## src/hdl/msp_defines.vh

```
// Constants for the monitor serial register port
`ifndef MSP_DEFINES_VH
`define MSP_DEFINES_VH
`define MSP_PTR_RD_BIT 7
`define MSP_PTR_WR_BIT 6
`define MSP_PTR_ADDR_HI 5
`define MSP_PTR_ADDR_LO 0
`define MSP_BYTE_BITS 5'h08
`define MSP_WORD_BITS 5'h10
`define MSP_BANK_LO 6'h05
`define MSP_BANK_HI 6'h09
`define MSP_SYNC_STAGES 2
`define MSP_RST_ADDR 6'h00
`define MSP_RST_SUB 8'h00
`define MSP_RST_WORD 16'h0000
`endif

```

## src/hdl/msp_spi_port.v

```verilog
// Serial slave port into the monitor register space
// Function
// - Four pins: select, clock, data in, out
// - Capture on clock fall, MSB first
// - Read data shifts out on clock rise
// - Select high: ignore pins, output released
// - First byte: D7 read, D6 write
// - Pointer bits D5..D0 select register
// - Both flags: read then write same register
// - Banked register with a flag set: next byte is subpointer
// - Write-only frame keeps output released
// - No flags: pointer update, sequencer reinit
// - Frame length follows the command
// - Sixteen-bit data travels D15 first
// - Reserved bits accepted with any value
`include "msp_defines.vh"
module msp_spi_port (
	input wire sys_clk,
	input wire rst,
	input wire spi_cs_n,
	input wire spi_sclk,
	input wire spi_din,
	output wire spi_dout,
	output wire spi_dout_oe,
	output wire frame_start,
	output wire ptr_update,
	output wire seq_reinit,
	output wire [5:0] reg_addr,
	output wire [7:0] reg_sub,
	output wire reg_banked,
	output wire reg_rd_en,
	input wire [15:0] reg_rd_data,
	output wire reg_wr_en,
	output wire reg_wr_byte,
	output wire [15:0] reg_wr_data
);
	localparam ST_PTR = 2'b00;
	localparam ST_SUB = 2'b01;
	localparam ST_DATA = 2'b10;
	localparam ST_DONE = 2'b11;

	wire [2:0] pins_q;
	wire cs_n_q;
	wire sclk_q;
	wire din_q;
	wire sclk_fall;
	wire sclk_rise;
	wire cs_fall;
	wire cs_rise;
	wire [7:0] byte_in;
	wire ptr_in_bank;
	// Sequencer step strobes
	wire ptr_done;
	wire sub_done;
	wire word_done;
	wire null_ptr;
	wire byte_end;
	wire shift_out;

	reg sclk_prev_ff;
	reg cs_prev_ff;
	reg [1:0] state_ff;
	reg [4:0] bit_cnt_ff;
	reg [15:0] rx_ff;
	reg [15:0] tx_ff;
	reg rd_flag_ff;
	reg wr_flag_ff;
	reg rd_pend_ff;
	reg dout_ff;
	reg dout_oe_ff;
	reg frame_start_ff;
	reg ptr_update_ff;
	reg seq_reinit_ff;
	reg [5:0] reg_addr_ff;
	reg [7:0] reg_sub_ff;
	reg reg_banked_ff;
	reg reg_rd_en_ff;
	reg reg_wr_en_ff;
	reg reg_wr_byte_ff;
	reg [15:0] reg_wr_data_ff;
	// Next-state values of the sequencer
	reg [1:0] nxt_state;
	reg [4:0] nxt_bit_cnt;

	// Pins cross into the system clock domain; select idles high
	msp_sync #(
		.WIDTH(3),
		.RST_VAL(3'h4)
	) u_sync (
		.sys_clk(sys_clk),
		.rst(rst),
		.async_in({spi_cs_n, spi_sclk, spi_din}),
		.sync_out(pins_q)
	);

	assign cs_n_q = pins_q[2];
	assign sclk_q = pins_q[1];
	assign din_q = pins_q[0];
	assign sclk_fall = sclk_prev_ff & ~sclk_q & ~cs_n_q;
	assign sclk_rise = ~sclk_prev_ff & sclk_q & ~cs_n_q;
	assign cs_fall = cs_prev_ff & ~cs_n_q;
	assign cs_rise = ~cs_prev_ff & cs_n_q;
	// Byte completed by the bit now arriving, MSB first
	assign byte_in = {rx_ff[6:0], din_q};
	assign ptr_in_bank = (byte_in[`MSP_PTR_ADDR_HI:`MSP_PTR_ADDR_LO] >= `MSP_BANK_LO) &&
		(byte_in[`MSP_PTR_ADDR_HI:`MSP_PTR_ADDR_LO] <= `MSP_BANK_HI);

	always @(posedge sys_clk) begin
		if (rst) begin
			sclk_prev_ff <= 1'b0;
			cs_prev_ff <= 1'b1;
		end else begin
			sclk_prev_ff <= sclk_q;
			cs_prev_ff <= cs_n_q;
		end
	end

	// Step strobes for the frame sequencer
	assign ptr_done = sclk_fall && (state_ff == ST_PTR) &&
		(bit_cnt_ff == `MSP_BYTE_BITS - 5'h01);
	assign sub_done = sclk_fall && (state_ff == ST_SUB) &&
		(bit_cnt_ff == `MSP_BYTE_BITS - 5'h01);
	assign word_done = sclk_fall && (state_ff == ST_DATA) &&
		(bit_cnt_ff == `MSP_WORD_BITS - 5'h01);
	assign null_ptr = ~byte_in[`MSP_PTR_RD_BIT] & ~byte_in[`MSP_PTR_WR_BIT];
	// Select rise after exactly one data byte
	assign byte_end = cs_rise && (state_ff == ST_DATA) && wr_flag_ff &&
		(bit_cnt_ff == `MSP_BYTE_BITS);
	// Read data moves in the data phase and after it, never in pointer or subpointer
	assign shift_out = sclk_rise && (state_ff != ST_PTR) && (state_ff != ST_SUB) &&
		rd_flag_ff;

	// Next phase and bit position within the frame
	always @* begin
		nxt_state = state_ff;
		nxt_bit_cnt = bit_cnt_ff;
		if (cs_n_q) begin
			// Deselect returns to the pointer byte
			nxt_state = ST_PTR;
			nxt_bit_cnt = 5'h00;
		end else if (sclk_fall) begin
			case (state_ff)
				ST_PTR: begin
					if (ptr_done) begin
						nxt_bit_cnt = 5'h00;
						if (null_ptr) begin
							nxt_state = ST_DONE;
						end else if (ptr_in_bank) begin
							nxt_state = ST_SUB;
						end else begin
							nxt_state = ST_DATA;
						end
					end else begin
						nxt_bit_cnt = bit_cnt_ff + 5'h01;
					end
				end
				ST_SUB: begin
					if (sub_done) begin
						nxt_bit_cnt = 5'h00;
						nxt_state = ST_DATA;
					end else begin
						nxt_bit_cnt = bit_cnt_ff + 5'h01;
					end
				end
				ST_DATA: begin
					if (word_done) begin
						nxt_bit_cnt = `MSP_WORD_BITS;
						nxt_state = ST_DONE;
					end else begin
						nxt_bit_cnt = bit_cnt_ff + 5'h01;
					end
				end
				default: begin
					// Surplus bits after the access are ignored
					nxt_state = ST_DONE;
				end
			endcase
		end
	end

	// Frame sequencer registers
	always @(posedge sys_clk) begin
		if (rst) begin
			state_ff <= ST_PTR;
			bit_cnt_ff <= 5'h00;
		end else begin
			state_ff <= nxt_state;
			bit_cnt_ff <= nxt_bit_cnt;
		end
	end

	// Pointer and subpointer capture, register-space strobes
	always @(posedge sys_clk) begin
		if (rst) begin
			rd_flag_ff <= 1'b0;
			wr_flag_ff <= 1'b0;
			ptr_update_ff <= 1'b0;
			seq_reinit_ff <= 1'b0;
			reg_addr_ff <= `MSP_RST_ADDR;
			reg_sub_ff <= `MSP_RST_SUB;
			reg_banked_ff <= 1'b0;
			reg_rd_en_ff <= 1'b0;
		end else begin
			ptr_update_ff <= ptr_done;
			seq_reinit_ff <= ptr_done & null_ptr;
			// Unbanked reads fetch after the pointer, banked ones after the subpointer
			reg_rd_en_ff <= (ptr_done & ~ptr_in_bank & byte_in[`MSP_PTR_RD_BIT]) |
				(sub_done & rd_flag_ff);
			if (cs_n_q) begin
				rd_flag_ff <= 1'b0;
				wr_flag_ff <= 1'b0;
			end else if (ptr_done) begin
				rd_flag_ff <= byte_in[`MSP_PTR_RD_BIT];
				wr_flag_ff <= byte_in[`MSP_PTR_WR_BIT];
				reg_addr_ff <= byte_in[`MSP_PTR_ADDR_HI:`MSP_PTR_ADDR_LO];
				reg_banked_ff <= ptr_in_bank;
			end
			if (sub_done) begin
				reg_sub_ff <= byte_in;
			end
		end
	end

	// Incoming shift register and write commit
	always @(posedge sys_clk) begin
		if (rst) begin
			rx_ff <= `MSP_RST_WORD;
			reg_wr_en_ff <= 1'b0;
			reg_wr_byte_ff <= 1'b0;
			reg_wr_data_ff <= `MSP_RST_WORD;
		end else begin
			reg_wr_en_ff <= 1'b0;
			reg_wr_byte_ff <= 1'b0;
			if (sclk_fall) begin
				rx_ff <= {rx_ff[14:0], din_q};
			end
			if (word_done && wr_flag_ff) begin
				// A full word commits a 16-bit write
				reg_wr_en_ff <= 1'b1;
				reg_wr_data_ff <= {rx_ff[14:0], din_q};
			end else if (byte_end) begin
				// A whole data byte ending the frame writes an 8-bit subregister
				reg_wr_en_ff <= 1'b1;
				reg_wr_byte_ff <= 1'b1;
				reg_wr_data_ff <= {8'h00, rx_ff[7:0]};
			end
		end
	end

	// Read word load and outgoing shift
	always @(posedge sys_clk) begin
		if (rst) begin
			rd_pend_ff <= 1'b0;
			tx_ff <= `MSP_RST_WORD;
			dout_ff <= 1'b0;
			dout_oe_ff <= 1'b0;
		end else begin
			// Read word arrives the cycle after the request
			rd_pend_ff <= reg_rd_en_ff;
			if (cs_n_q) begin
				// Output released while deselected
				dout_ff <= 1'b0;
				dout_oe_ff <= 1'b0;
			end else if (shift_out) begin
				// Read data out D15 first, changing on the rising edge
				dout_ff <= tx_ff[15];
				dout_oe_ff <= 1'b1;
			end
			// Shift beats a pending load; the load lands well before the first rise
			if (shift_out) begin
				tx_ff <= {tx_ff[14:0], 1'b0};
			end else if (rd_pend_ff) begin
				tx_ff <= reg_rd_data;
			end
		end
	end

	// Select fall marks the start of transfer and conversion
	always @(posedge sys_clk) begin
		if (rst) begin
			frame_start_ff <= 1'b0;
		end else begin
			frame_start_ff <= cs_fall;
		end
	end

	assign spi_dout = dout_ff;
	assign spi_dout_oe = dout_oe_ff;
	assign frame_start = frame_start_ff;
	assign ptr_update = ptr_update_ff;
	assign seq_reinit = seq_reinit_ff;
	assign reg_addr = reg_addr_ff;
	assign reg_sub = reg_sub_ff;
	assign reg_banked = reg_banked_ff;
	assign reg_rd_en = reg_rd_en_ff;
	assign reg_wr_en = reg_wr_en_ff;
	assign reg_wr_byte = reg_wr_byte_ff;
	assign reg_wr_data = reg_wr_data_ff;
endmodule // msp_spi_port

```

## src/hdl/msp_sync.v

```verilog
// Two flip-flop synchroniser for pin inputs, one chain per bit
module msp_sync #(
	parameter WIDTH = 3,
	parameter RST_VAL = 3'h0
) (
	input wire sys_clk,
	input wire rst,
	input wire [WIDTH-1:0] async_in,
	output wire [WIDTH-1:0] sync_out
);
	genvar gi;
	generate
		for (gi = 0; gi < WIDTH; gi = gi + 1) begin : g_bit
			reg meta_ff;
			reg stable_ff;
			always @(posedge sys_clk) begin
				if (rst) begin
					meta_ff <= RST_VAL[gi];
					stable_ff <= RST_VAL[gi];
				end else begin
					meta_ff <= async_in[gi];
					stable_ff <= meta_ff;
				end
			end
			assign sync_out[gi] = stable_ff;
		end
	endgenerate
endmodule // msp_sync

```

## config.mk

```make
export PLATFORM = sky130hd
export DESIGN_NAME = msp_spi_port
export DESIGN_NICKNAME = d
export VERILOG_FILES = /design/src/hdl/msp_spi_port.v /design/src/hdl/msp_sync.v
export VERILOG_INCLUDE_DIRS = /design/src /design/src/hdl
export SDC_FILE = /design/constraint.sdc
export NUM_CORES = 1
export LEC_CHECK = 0
export BUFFER_PORTS_ARGS = -buffer_cell sky130_fd_sc_hd__buf_2
export CAP_MARGIN = 0
export CELL_PAD_IN_SITES_DETAIL_PLACEMENT = 1
export CELL_PAD_IN_SITES_GLOBAL_PLACEMENT = 1
export CORE_AREA = 5 5 95 97
export DETAILED_ROUTE_END_ITERATION = 10
export DIE_AREA = 0 0 100 102
export MAX_ROUTING_LAYER = met4
export PLACE_DENSITY_LB_ADDON = 0.1
export SLEW_MARGIN = 5
export SYNTH_ARGS = -nofsm -noshare
export SYNTH_HDL_FRONTEND = slang
export SYNTH_SLANG_ARGS = --single-unit
export TNS_END_PERCENT = 5
```

## constraint.sdc

```tcl
create_clock -name sys_clk -period 4.2 [get_ports sys_clk]
set_input_delay 0.21 -clock sys_clk [delete_from_list [all_inputs] [get_ports sys_clk]]
set_output_delay 0.21 -clock sys_clk [all_outputs]
set_load 0.1 [all_outputs]
```

# Yosys cells after proc, flatten, opt, wreduce, memory -nomap -nowiden

Index checks and enable logic that the tools add are counted.

Output and inout bits: 39
Bits in registers: 88
Logic and storage cells: 100

Reductions and logical operators: 25
Bitwise logic cells: 19
Add/sub/neg operators: 1
Equality and inequality tests: 9
Multiplexer cells: 16
$lt $le $gt $ge: 2

Operators by type and width:

| operator            | number |
|---|---|
| $mux 16             | 4 |
| $mux 5              | 3 |
| $pmux 5 s3          | 1 |
| $logic_and 1x1->1   | 14 |
| $and 1x1->1         | 11 |
| $eq 5x4->1 const B  | 2 |
| $mux 2              | 5 |
| $not 1->1           | 7 |
| $ge 6x3->1 const B  | 1 |
| $le 6x4->1 const B  | 1 |
| $ne 2x2->1 const B  | 3 |
| $pmux 2 s3          | 1 |
| $reduce_bool 2->1   | 3 |
| $reduce_or 2->1     | 3 |
| $add 5x1->5 const B | 1 |
| $eq 5x3->1 const B  | 1 |
| $reduce_and 2->1    | 2 |
| $reduce_and 4->1    | 1 |
| $reduce_bool 3->1   | 1 |
| $eq 2x1->1 const B  | 1 |
| $eq 2x2->1 const B  | 1 |
| $logic_not 2->1     | 1 |
| $mux 1              | 2 |
| $ne 2x1->1 const B  | 1 |
| $or 1x1->1          | 1 |

# Longest topological paths before layout

Gate-level depths: netlist (run 1).

Depth in word-level cells: 8
Mapped depth: 9

# Modules after synthesis

Synthesis (run 1) repeated with hierarchy kept, for this count alone.

Cells, all modules: 386
Area, all modules: 3644.7 um^2

By module, submodules not included:

| module       | times used | seq. area each (um^2) | area an instance (um^2) | cells each |
|---|---|---|---|---|
| msp_spi_port | 1          | 1641.6                | 3464.6                  | 371 |
| msp_sync     | 1          | 120.1                 | 180.2                   | 15 |

# Worst setup path after synthesis (run 1)

No wires, ideal clock.

Kind: register to register
Start: register state_ff[0]
End: register reg_wr_data_ff[1], in the netlist reg_wr_data[1]
Required time: 4065 ps
Setup time: 135 ps
Cell stages (with the launch flop): 9
Setup slack: 2439 ps
Arrival time: 1626 ps
Period minus slack after synthesis: 1761 ps
Cells stage by stage: dfxtp_1 > inv_1 > ha_1 > nand2_1 > or4_1 > buf_2 > buf_2 > nand3_2 > a21oi_2

Cells in the longest elaborated chain, start to end: 5

RTL lines:

| element                                           | line                                   | source |
|---|---|---|
| start, declared                                   | msp_spi_port.v:62                      | `reg [1:0] state_ff;` |
| start signal, assigned                            | msp_spi_port.v:187                     | `state_ff <= nxt_state;` |
| $eq 2x2->1 (*)                                    | msp_spi_port.v:123, msp_spi_port.v:127 |  |
| $logic_and 1x1->1 (on tied branches) (2 in a row) | msp_spi_port.v:123, msp_spi_port.v:127 |  |
| $logic_and 1x1->1 (on tied branches)              | msp_spi_port.v:237, msp_spi_port.v:127 |  |
| $mux 16 or $reduce_bool 2->1 (tied branches)      | -                                      |  |
| end signal, assigned                              | msp_spi_port.v:230                     | `` reg_wr_data_ff <= `MSP_RST_WORD; `` |
| end signal, assigned                              | msp_spi_port.v:240                     | `reg_wr_data_ff <= {rx_ff[14:0], din_q};` |
| end signal, assigned                              | msp_spi_port.v:245                     | `reg_wr_data_ff <= {8'h00, rx_ff[7:0]};` |
| end, declared                                     | msp_spi_port.v:80                      | `reg [15:0] reg_wr_data_ff;` |

Every way passes the cells marked *; elsewhere a longest branch is shown, timed or not.
A chain may end at the register's enable or synchronous reset.

# Final worst setup path (run 1)

Start: register u_sync.g_bit[2].stable_ff
End: register reg_wr_data_ff[7], in the netlist reg_wr_data[7]

Cells in the longest elaborated chain, start to end: 6

RTL lines:

| element                                      | line               | source |
|---|---|---|
| start, declared                              | msp_sync.v:15      | `reg stable_ff;` |
| start signal, assigned                       | msp_sync.v:19      | `stable_ff <= RST_VAL[gi];` |
| start signal, assigned                       | msp_sync.v:22      | `stable_ff <= meta_ff;` |
| $not 1->1 (no line)                          | -                  |  |
| $and 1x1->1                                  | msp_spi_port.v:99  | `assign sclk_fall = sclk_prev_ff & ~sclk_q & ~cs_n_q;` |
| $logic_and 1x1->1 (2 in a row)               | msp_spi_port.v:123 | `assign word_done = sclk_fall && (state_ff == ST_DATA) &&` |
| $logic_and 1x1->1                            | msp_spi_port.v:237 | `if (word_done && wr_flag_ff) begin` |
| $mux 16 or $reduce_bool 2->1 (tied branches) | -                  |  |

Several ways; a longest one is shown, not always the timed one.

==> out/summary.txt, run 1 <==
=====================================================================================================
Category of the worst setup path capture point                                                   flop
Initial antenna violation count                                                                     0
Net total in the final layout                                                                     455
Core region area                                                                          0.00805 mm²
Minimum hold slack                                                                          0.0412 ns
Post-synthesis share of cell area spent on full adders, half adders and majority gates          2.42%
Slew HR                                                                                         31.8%
Max Root-Sink Buffers                                                                               2
Post-synth EDFFs                                                                                    0
Antenna fix cells                                                                                   0
Post-synthesis mux area share                                                                   9.40%
XOR/XNOR Fraction of Synth Area                                                                0.725%
CP Launch Type                                                                                   flop
Cell Pwr Density                                                                           363 mW/mm²
Combinational family with the most area after synthesis                                  simple AND/OR/NAND/NOR gates
Input/output buffers                                                                               59
Netlist area before placement                                                             0.00362 mm²
Clock-pin slew on the worst setup and hold paths                                              0.08 ns
Unrepaired setup endpoints after global routing                                                    no
Highest achievable clock rate                                                                 441 MHz
Number of placed I/O pins                                                                          60
Number of instances resized during post-cts repair                                                  0
Latest clock arrival within the worst-skew pair                                               0.35 ns
Maximum number of pins on one net before global-route repair                                       77
Total DRC errors in the routed layout                                                               0
Number of distinct library cell variants in the gate-level netlist after synthesis                 49
Hpwl dp                                                                                       5.61 mm
Area enclosed by the die boundary                                                          0.0102 mm²
Via density per instance                                                                         5.22
Aggregate routed wire length                                                                  8.40 mm
Initial core utilization                                                                        45.0%
Root cell of the clock tree                                                                  clkbuf_8
Area growth syn-to-layout                                                                       14.2%
Synthesis-stage register bit count                                                                 88
Required arrival time at the worst endpoint                                                   4.48 ns
Mean instance size in the synthesized netlist                                                9.46 µm²
Synthesis Warnings                                                                                  0
Worst min path class                                                                        in -> reg
Number of sinks driven by the clock tree                                                           88
Post-CTS setup-driven buffer insertion count                                                        0
Area fraction in compound gates after synthesis                                                 13.5%
Data arrival time of the worst path                                                           2.54 ns
Highest metal layer used by the detailed router                                                  met4
Cell total after placement                                                                        521
Slew Viols, Final                                                                                   0
Crit Path Class                                                                            reg -> reg
Worst IR drop on VDD                                                                         0.200 mV
Synthesized instance count                                                                        383
Sequential fraction of the synthesis area                                                       48.6%
Portion of total power attributed to the clock network                                          42.1%
Detailed-routed wire length on met3                                                            229 µm
Global-route wire length before repair                                                        14.0 mm
Total nets after synthesis                                                                        411
Share of total power consumed by net switching                                                  21.2%
Max-Cap Viols                                                                                       0
Vias in the first global route                                                                   2856
Number of placement rows                                                                           33
Overall track demand over capacity in global routing                                            17.9%
Clock Skews                                                                                 0.0136 ns
Total vias in the final route                                                                    2805
Post-layout min period                                                                        2.27 ns
Max H-tree Level                                                                                    3
Hold violation count in the final report                                                            0
Fraction of layout cells with a size suffix above 1                                             23.8%
Horiz. Die Dim                                                                                 100 µm
Vertical die dimension                                                                         102 µm
Count of antenna-violating nets left after detailed routing                                         0
Run status                                                                               finished clean
Violation count after the first detailed-route iteration                                           89
Hold buffers post-CTS                                                                               0
Iteration count of the initial detailed-routing pass                                                4
Routed wire length per instance                                                               15.6 µm
Clock tree from TritonCTS                                                                        done
Main synth FF type                                                                            dfxtp_1
Gate power share                                                                                 2.0%
Switching pwr                                                                                0.319 mW
Crit share post-route                                                                           54.0%
Setup TNS after final layout                                                                     0 ns
Number of buffers created by CTS                                                                    9
Ys async rst share                                                                                 0%
Number of standard cells in the final layout excluding fillers                                    537
Final Setup Violations                                                                              0
Final Wtd Congestion                                                                            0.794
Routed wl met2                                                                                4.07 mm
Total gr overflow                                                                                   0
Actual slew at the worst max-slew pin                                                         1.02 ns
Static leakage                                                                                1.67 nW
WL met1                                                                                       4.00 mm
Simple-gate area share of the yosys netlist                                                     20.2%
CP max FO                                                                                          18
Filler Cells Inserted                                                                             980
P_int                                                                                         1.18 mW
Power share of the sequential group                                                             55.9%
=====================================================================================================
[worst max-delay path, stage by stage (launching register included)]
cell,delay [ns]
dfxtp_1,0.48
or3b_1,0.65
or2_1,0.73
nand3_1,0.15
a21oi_1,0.19
[flip-flops by register name, indices dropped and copies added (netlist names), 2 cells and up]
signal and count:
bit_cnt_ff 5, reg_addr 6, reg_sub 8, reg_wr_data 16, rx_ff 15, state_ff 2, tx_ff 16, u_sync.g_bit.meta_ff 3
u_sync.g_bit.stable_ff 3
[cells in the final DEF, fill, tap and decap left out, drive strengths merged, types with 5 or more instances in the layout]
master and count:
nor3 5, buf 62, nand2 43, clkbuf 11, a211oi 15, a22oi 8, nand3 20, mux2i 34
nor2 42, dfxtp 88, a21oi 36, inv 10, ha 7, nor2b 6
[area by class of cell]
cell class	instances	area (µm²)	area share, %
Sequential cell	88	1760	42.6
Multi-Input combinational cell	256	1680	40.6
Timing Repair Buffer	62	318	7.68
Clock buffer	11	131	3.18
Tap cell	105	131	3.18
Clock inverter	5	78.8	1.91
Inverter	10	37.5	0.907
[power groups by stage]
stage               Clock [mW]  Sequential (mW)  Combinational [mW]
finish                   0.633            0.840              0.0303
global route             0.690            0.841              0.0332
CTS                      0.659            0.840              0.0311
detailed placement           0            0.859              0.0310
global placement             0            0.859              0.0307
floorplan                    0            0.860              0.0152
[cells in the mapped netlist, types with 2 or more instances]
cell      instances  area, µm²
dfxtp_1          88       1760
nand4_1           3       18.8
nand3_2          10        100
or3_1             2       12.5
o21ai_0           3       15.0
nor3b_1           2       15.0
ha_1              7       87.6
nand3_1          10       50.1
a21oi_1          26        130
nand2_1          43        161
nand2b_1          2       12.5
and3_1            2       12.5
clkbuf_1         16       60.1
nor4bb_1          2       20.0
xor2_1            2       17.5
inv_1             9       33.8
buf_6             2       22.5
buf_2             9       45.0
nor2b_1           6       37.5
nand4b_1          2       17.5
mux2i_1          34        340
or2_2             2       12.5
a22oi_1           8       60.1
nor2_1           41        154
nor3_1            5       25.0
a21oi_2          10       87.6
a211oi_1         15        113
[routing by layer]
metal	track usage (%)	vias up
met2	28.7	43
met4	7.77	0
met3	2.80	6
met1	22.3	1348
met5	-	-
li1	-	1408
[per-stage QoR]
step           utilization [%]  worst slack, ns  power [mW]  instance area (µm²)
3_5_place_dp              48.8             1.97       0.890                 3930
2_1_floorplan                -             2.44       0.876                 3620
3_3_place_gp              48.8             2.04       0.890                 3930
6_report                  51.4             1.93        1.50                 4140
5_1_grt                   51.4             1.74        1.56                 4140
4_1_cts                   51.4             1.91        1.53                 4140
[cell families after synthesis]
kind of cell | after synthesis
xor+xnor | 3
flops | 88
mux | 34
simple gates | 141
buf+inv | 39
fa+ha+maj | 7
compound gates | 71
[final timing paths]
kind	start	to	slack [ns]	cells after the start
max reg2reg	u_sync.g_bit[2].stable_ff$_SDFF_PP1_	reg_wr_data[7]$_SDFFE_PP0P_	1.93	4
max	u_sync.g_bit[2].stable_ff$_SDFF_PP1_	reg_wr_data[7]$_SDFFE_PP0P_	1.93	4
min	spi_cs_n	u_sync.g_bit[2].meta_ff$_SDFF_PP1_	0.04	2
min reg2reg	u_sync.g_bit[2].meta_ff$_SDFF_PP1_	u_sync.g_bit[2].stable_ff$_SDFF_PP1_	0.41	1
(Power assumes the default switching activity.)
==> run 2: changes to the inputs <==
--- a/config.mk
+++ b/config.mk
@@ -10,9 +10,9 @@
 export CAP_MARGIN = 0
 export CELL_PAD_IN_SITES_DETAIL_PLACEMENT = 1
 export CELL_PAD_IN_SITES_GLOBAL_PLACEMENT = 1
-export CORE_AREA = 5 5 95 97
+export CORE_AREA = 5 5 104 106
 export DETAILED_ROUTE_END_ITERATION = 10
-export DIE_AREA = 0 0 100 102
+export DIE_AREA = 0 0 109 111
 export MAX_ROUTING_LAYER = met4
 export PLACE_DENSITY_LB_ADDON = 0.1
 export SLEW_MARGIN = 5
==> constraint.sdc (replaced) <==
create_clock -name sys_clk -period 2 [get_ports sys_clk]
set_input_delay 0.1 -clock sys_clk [delete_from_list [all_inputs] [get_ports sys_clk]]
set_output_delay 0.1 -clock sys_clk [all_outputs]
set_load 0.1 [all_outputs]
==> run 2 against run 1 <==
  * Hold slack better by 0.012 ns
  * Highest routed layer unchanged
  * Largest cell class unchanged
  * Sequential share of layout area down 1.3 points
  * Combinational power up 140%
==> out/summary.txt, run 2 (same netlist as run 1, synthesis figures left out) <==
===========================================================================
Slew HR                                                               67.1%
Maximum number of pins on one net before global-route repair             42
Crit share post-route                                                 92.2%
Run status                                                     finished clean
Total DRC errors in the routed layout                                     0
Most common cell after layout, fill and taps aside                  dfxtp_1
Flip-flop and latch area                                        0.00176 mm²
Initial core utilization                                              37.4%
Source of the worst hold timing path                           reg_rd_data[0]
Worst hold path cell count                                                3
Final standard cell utilization of the core                           44.1%
Horiz. Die Dim                                                       109 µm
Highest achievable clock rate                                       543 MHz
Clock Skews                                                       0.0150 ns
Number of placement rows                                                 36
Worst reg-to-reg path cell count                                          7
Cell Pwr Density                                                 691 mW/mm²
FF-to-FF End                                                   state_ff[0]$_SDFFE_PP0P_
Routed wire length per instance                                     15.1 µm
Worst stage delay on the critical path                              0.35 ns
List of cells traversed by the critical path                   ha_1, and3_1, ha_1, nand2b_1, o211a_1, or3_1, o311ai_0
Final Setup Violations                                                    0
Multi-input logic area                                          0.00169 mm²
Number of placed I/O pins                                                60
Total vias in the final route                                          2849
Max-Cap Viols                                                             0
Number of sinks driven by the clock tree                                 88
Worst IR drop on VDD                                               0.317 mV
Cell area after placement                                       0.00405 mm²
Initial antenna violation count                                           0
Crit Path Class                                                  reg -> reg
Required arrival time at the worst endpoint                         2.24 ns
Final Wtd Congestion                                                  0.782
Slew Viols, Final                                                         0
Actual slew at the worst max-slew pin                              0.497 ns
Vias in the first global route                                         2935
Iteration count of the initial detailed-routing pass                      5
Critical path's slowest cell                                        dfxtp_2
Overall track demand over capacity in global routing                  15.5%
Post-route cell area                                            0.00427 mm²
Count of antenna-violating nets left after detailed routing               0
Aggregate routed wire length                                        8.75 mm
Clock-pin slew on the worst setup and hold paths                    0.09 ns
Area growth syn-to-layout                                             17.8%
Violation count after the first detailed-route iteration                 73
Data arrival time of the worst path                                 2.08 ns
Worst reg-to-reg setup slack                                        0.16 ns
Latest clock arrival within the worst-skew pair                     0.35 ns
CP max FO                                                                 4
Worst min path class                                              in -> reg
Via density per instance                                               4.91
Input/output buffers                                                     59
Worst reg2reg startpoint                                       bit_cnt_ff[0]$_SDFFE_PP0P_
Area enclosed by the die boundary                                0.0121 mm²
Post-layout min period                                              1.84 ns
Unrepaired setup endpoints after global routing                         yes
Clock tree from TritonCTS                                              done
Global-route wire length before repair                              14.7 mm
Most used cells in the layout excluding fill and tap cells     dfxtp_1, buf_2, nand2_1
Root cell of the clock tree                                        clkbuf_8
Vertical die dimension                                               111 µm
Core region area                                                0.00968 mm²
Post-CTS setup-driven buffer insertion count                              0
CP most frequent cell                                                  ha_1
Net total in the final layout                                           470
Antenna fix cells                                                         0
Timing endpoint of the critical path                           state_ff[0]$_SDFFE_PP0P_
Filler Cells Inserted                                                  1138
CP Launch Type                                                         flop
Max H-tree Level                                                          3
Number of buffers created by CTS                                          9
Start point of the critical path                               bit_cnt_ff[0]$_SDFFE_PP0P_
Hpwl dp                                                             5.97 mm
Category of the worst setup path capture point                         flop
Static leakage                                                      1.72 nW
Max Root-Sink Buffers                                                     2
Hold violation count in the final report                                  0
Fraction of layout cells with a size suffix above 1                   26.0%
Total gr overflow                                                         0
===========================================================================
-- run 2: cell count changes in the layout (fill, tap and decap cells not counted), sizes merged --
cell / before / now
buf: 62 / 74
dlygate4sd3: 0 / 3
bufinv: 2 / 0
clkinvlp: 0 / 2
clkinv: 3 / 2
inv: 10 / 11
-- run 2: what timing repair did --
action / CTS / global route
resized for setup: 0 / 2
endpoints found under the setup margin: 0 / 10
endpoints found under the hold margin: 3 / 0
hold buffers: 3 / 0
-- run 2: worst min-delay path by stage --
stage	to
after floorplan	u_sync.g_bit[2].meta_ff$_SDFF_PP1_
after global placement	u_sync.g_bit[2].meta_ff$_SDFF_PP1_
after detailed placement	u_sync.g_bit[2].meta_ff$_SDFF_PP1_
after CTS	tx_ff[0]$_SDFFE_PP0P_
after global routing	tx_ff[5]$_SDFFE_PP0P_
final	tx_ff[0]$_SDFFE_PP0P_
-- run 2: worst max-delay path: cells and delay by family, from the launching register on --
family                     cells  cell delay [ns]
AOI/OAI and AO/OA              2             0.28
DFF                            1             0.35
and+or+nand+nor                3             0.69
adders and majority gates      2             0.42
-- run 2: per-stage QoR --
stage	hold slack [ns]	power (mW)	cells	setup slack, ns	TNS, ns
6_report	0.0534	2.95	580	0.157	0
5_1_grt	0.0598	3.09	580	-0.0106	-0.0110
4_1_cts	0.0441	3.00	580	0.0788	0
3_5_place_dp	0.302	1.88	561	0.0934	0
3_3_place_gp	0.300	1.87	561	0.137	0
2_1_floorplan	0.204	1.84	383	0.239	0
-- run 2: area by class of cell --
type / count / area share, %
Sequential cell: 88 / 41.3
Multi-Input combinational cell: 256 / 39.6
Timing Repair Buffer: 77 / 10.3
Tap cell: 133 / 3.90
Clock buffer: 11 / 3.08
Clock inverter: 5 / 0.968
Inverter: 10 / 0.880
-- run 2: report_power, final --
| group | total, mW | switching, mW | internal [mW] | leakage [nW] |
|---|---|---|---|---|
| logic | 0.0735 | 0.0445 | 0.0290 | 0.926 |
| registers | 1.76 | 0.00657 | 1.76 | 0.711 |
| clock network | 1.11 | 0.648 | 0.464 | 0.0805 |
-- run 2: metal layers --
metal	track usage [%]	up-vias	share of wire [%]
li1	-	1439	-
met1	20.6	1347	49
met2	23.8	58	46
met3	3.32	5	3.9
met4	4.04	0	0.82
met5	-	-	0
==> run 3: changes to the inputs <==
--- a/config.mk
+++ b/config.mk
@@ -10,11 +10,11 @@
 export CAP_MARGIN = 0
 export CELL_PAD_IN_SITES_DETAIL_PLACEMENT = 1
 export CELL_PAD_IN_SITES_GLOBAL_PLACEMENT = 1
-export CORE_AREA = 5 5 104 106
+export CORE_AREA = 2 2 101 103
 export DETAILED_ROUTE_END_ITERATION = 10
-export DIE_AREA = 0 0 109 111
+export DIE_AREA = 0 0 103 105
 export MAX_ROUTING_LAYER = met4
-export PLACE_DENSITY_LB_ADDON = 0.1
+export PLACE_DENSITY = 0.83
 export SLEW_MARGIN = 5
 export SYNTH_ARGS = -nofsm -noshare
 export SYNTH_HDL_FRONTEND = slang
==> run 3 against run 2 <==
  * Critical path depth did not move
  * Wire length rose by 1.6%
  * Hold slack improved by 0.013 ns
  * Worst setup slack got worse by 0.058 ns
  * Power rose by 9.7%
  * Final cell count fell by 0.17%
  * Register-to-register slack got worse by 0.06 ns
  * Critical endpoint unchanged
  * Largest power group unchanged
  * Highest routed layer unchanged
==> out/summary.txt, run 3 (same netlist as run 1, synthesis figures left out) <==
=============================================================================
Switching pwr                                                        0.706 mW
Initial core utilization                                                37.6%
Via density per instance                                                 5.08
Total gr overflow                                                           0
Most used cells in the layout excluding fill and tap cells       dfxtp_1, buf_2, nand2_1
Fraction of layout cells with a size suffix above 1                     26.5%
Cell total after placement                                                559
Static leakage                                                        1.75 nW
Hold EP                                                          tx_ff[10]$_SDFFE_PP0P_
Hold violation count in the final report                                    0
Max Root-Sink Buffers                                                       2
Maximum number of pins on one net before global-route repair               40
Clock tree from TritonCTS                                                done
Category of the worst setup path capture point                           flop
Worst reg-to-reg setup slack                                           0.1 ns
Clock-pin slew on the worst setup and hold paths                      0.10 ns
Critical path buffer and inverter count                                     0
Vias in the first global route                                           2960
Total vias in the final route                                            2941
Placement Setup Slack                                             -0.00623 ns
Clock Skews                                                         0.0170 ns
Area enclosed by the die boundary                                  0.0108 mm²
Actual slew at the worst max-slew pin                                0.496 ns
Delay-heaviest family, CP                                        simple AND/OR/NAND/NOR gates
Crit Path Class                                                    reg -> reg
Initial antenna violation count                                             0
Worst hold path cell count                                                  3
Cell Pwr Density                                                   746 mW/mm²
FF-to-FF End                                                     state_ff[0]$_SDFFE_PP0P_
Source of the worst hold timing path                             reg_rd_data[10]
Setup TNS after final layout                                             0 ns
Area growth syn-to-layout                                               19.8%
PnR Total Power                                                       3.24 mW
Critical path's slowest cell                                          dfxtp_2
CP max FO                                                                   4
Max H-tree Level                                                            3
Horiz. Die Dim                                                         103 µm
Slew Viols, Final                                                           0
CP most frequent cell                                                    ha_1
Hpwl dp                                                               6.14 mm
Input/output buffers                                                       59
Worst reg2reg startpoint                                         bit_cnt_ff[0]$_SDFFE_PP0P_
List of cells traversed by the critical path                     ha_1, and3_1, ha_1, nand2b_1, o211a_1, or3_1, o311ai_0
Highest achievable clock rate                                         526 MHz
Gate power share                                                         2.2%
Overall track demand over capacity in global routing                    17.2%
Number of sinks driven by the clock tree                                   88
Global-route wire length before repair                                14.4 mm
Routed wire length per instance                                       15.3 µm
Data arrival time of the worst path                                   2.13 ns
Crit share post-route                                                   95.1%
Core region area                                                  0.00964 mm²
Share of total power consumed by net switching                          21.8%
Final Worst Setup Slack                                             0.0985 ns
Number of standard cells in the final layout excluding fillers            579
CP Launch Type                                                           flop
Latest clock arrival within the worst-skew pair                       0.37 ns
Aggregate routed wire length                                          8.89 mm
Slew HR                                                                 67.2%
Number of placed I/O pins                                                  60
Root cell of the clock tree                                          clkbuf_8
Run status                                                       finished clean
Iteration count of the initial detailed-routing pass                        4
Net total in the final layout                                             470
Total DRC errors in the routed layout                                       0
Number of placement rows                                                   36
P_int                                                                 2.53 mW
Power share of the sequential group                                     54.5%
Antenna fix cells                                                           0
Count of antenna-violating nets left after detailed routing                 0
Most common cell after layout, fill and taps aside                    dfxtp_1
Violation count after the first detailed-route iteration                   81
Multi-input logic area                                            0.00170 mm²
Final Setup Violations                                                      0
Worst min path class                                                in -> reg
Number of buffers created by CTS                                            9
Worst stage delay on the critical path                                0.35 ns
Portion of total power attributed to the clock network                  43.2%
Max-Cap Viols                                                               0
Required arrival time at the worst endpoint                           2.23 ns
Worst IR drop on VDD                                                 0.369 mV
Final Wtd Congestion                                                    0.842
Flip-flop and latch area                                          0.00176 mm²
Post-layout min period                                                1.90 ns
Filler Cells Inserted                                                    1149
Vertical die dimension                                                 105 µm
Worst reg-to-reg path cell count                                            7
=============================================================================
[run 3: changes by cell type in the layout (fill, tap and decap cells not counted)]
cell | previous run | this run
clkbuf_8 | 9 | 10
bufinv_16 | 0 | 2
clkinv_4 | 1 | 0
buf_4 | 15 | 14
clkbuf_1 | 2 | 0
nor4bb_2 | 0 | 1
inv_8 | 0 | 1
nor4bb_1 | 2 | 1
buf_12 | 0 | 1
inv_6 | 2 | 1
clkinvlp_4 | 2 | 1
[run 3: timing repair]
action	CTS	global route
endpoints found under the setup margin	3	14
buffers inserted	1	1
hold buffers	3	0
gates resized for setup	1	2
endpoints found under the hold margin	3	0
cloned	0	0
pin swaps	1	1
[run 3: how the worst max path moves through the flow]
stage	from	end	cells past startpoint
2_1_floorplan	state_ff[0]$_SDFFE_PP0P_	reg_wr_data[1]$_SDFFE_PP0P_	8
5_1_grt	bit_cnt_ff[1]$_SDFFE_PP0P_	reg_rd_en$_SDFF_PP0_	6
3_3_place_gp	bit_cnt_ff[0]$_SDFFE_PP0P_	reg_rd_en$_SDFF_PP0_	6
3_5_place_dp	bit_cnt_ff[0]$_SDFFE_PP0P_	bit_cnt_ff[1]$_SDFFE_PP0P_	6
6_report	bit_cnt_ff[0]$_SDFFE_PP0P_	state_ff[0]$_SDFFE_PP0P_	7
4_1_cts	bit_cnt_ff[0]$_SDFFE_PP0P_	reg_rd_en$_SDFF_PP0_	6
[run 3: power by group through the flow]
| stage | Clock (mW) | Sequential (mW) | Combinational, mW |
|---|---|---|---|
| global placement | 0 | 1.80 | 0.0675 |
| CTS | 1.43 | 1.76 | 0.0730 |
| global route | 1.50 | 1.77 | 0.0796 |
| detailed placement | 0 | 1.81 | 0.0686 |
| floorplan | 0 | 1.81 | 0.0320 |
| finish | 1.40 | 1.76 | 0.0724 |
[run 3: cell type report]
cell class	instances	area share, %
sequential	88	40.6
multi-input combinational	256	39.1
timing repair buffer	77	10.4
tap	133	3.84
clock buffer	10	3.17
clock inverter	5	2.02
inverter	10	0.865
[run 3: layer usage]
layer / wire length (µm) / GRT usage [%]
met1: 4020 / 20.8
met2: 4330 / 28.1
met3: 380 / 4.62
met4: 155 / 4.61
met5: 0 / -
[run 3: stage by stage]
stage               hold WS [ns]  instance area (µm²)  util [%]
detailed placement         0.305                 4040      41.9
global route              0.0677                 4340      45.0
finish                    0.0668                 4340      45.0
floorplan                  0.204                 3620         -
CTS                       0.0540                 4310      44.7
global placement           0.299                 4040      41.9
[run 3: tightest hold or removal path, stage by stage]
cell,delay [ns]
buf_2,0.10
mux2i_1,0.12
a211oi_1,0.08
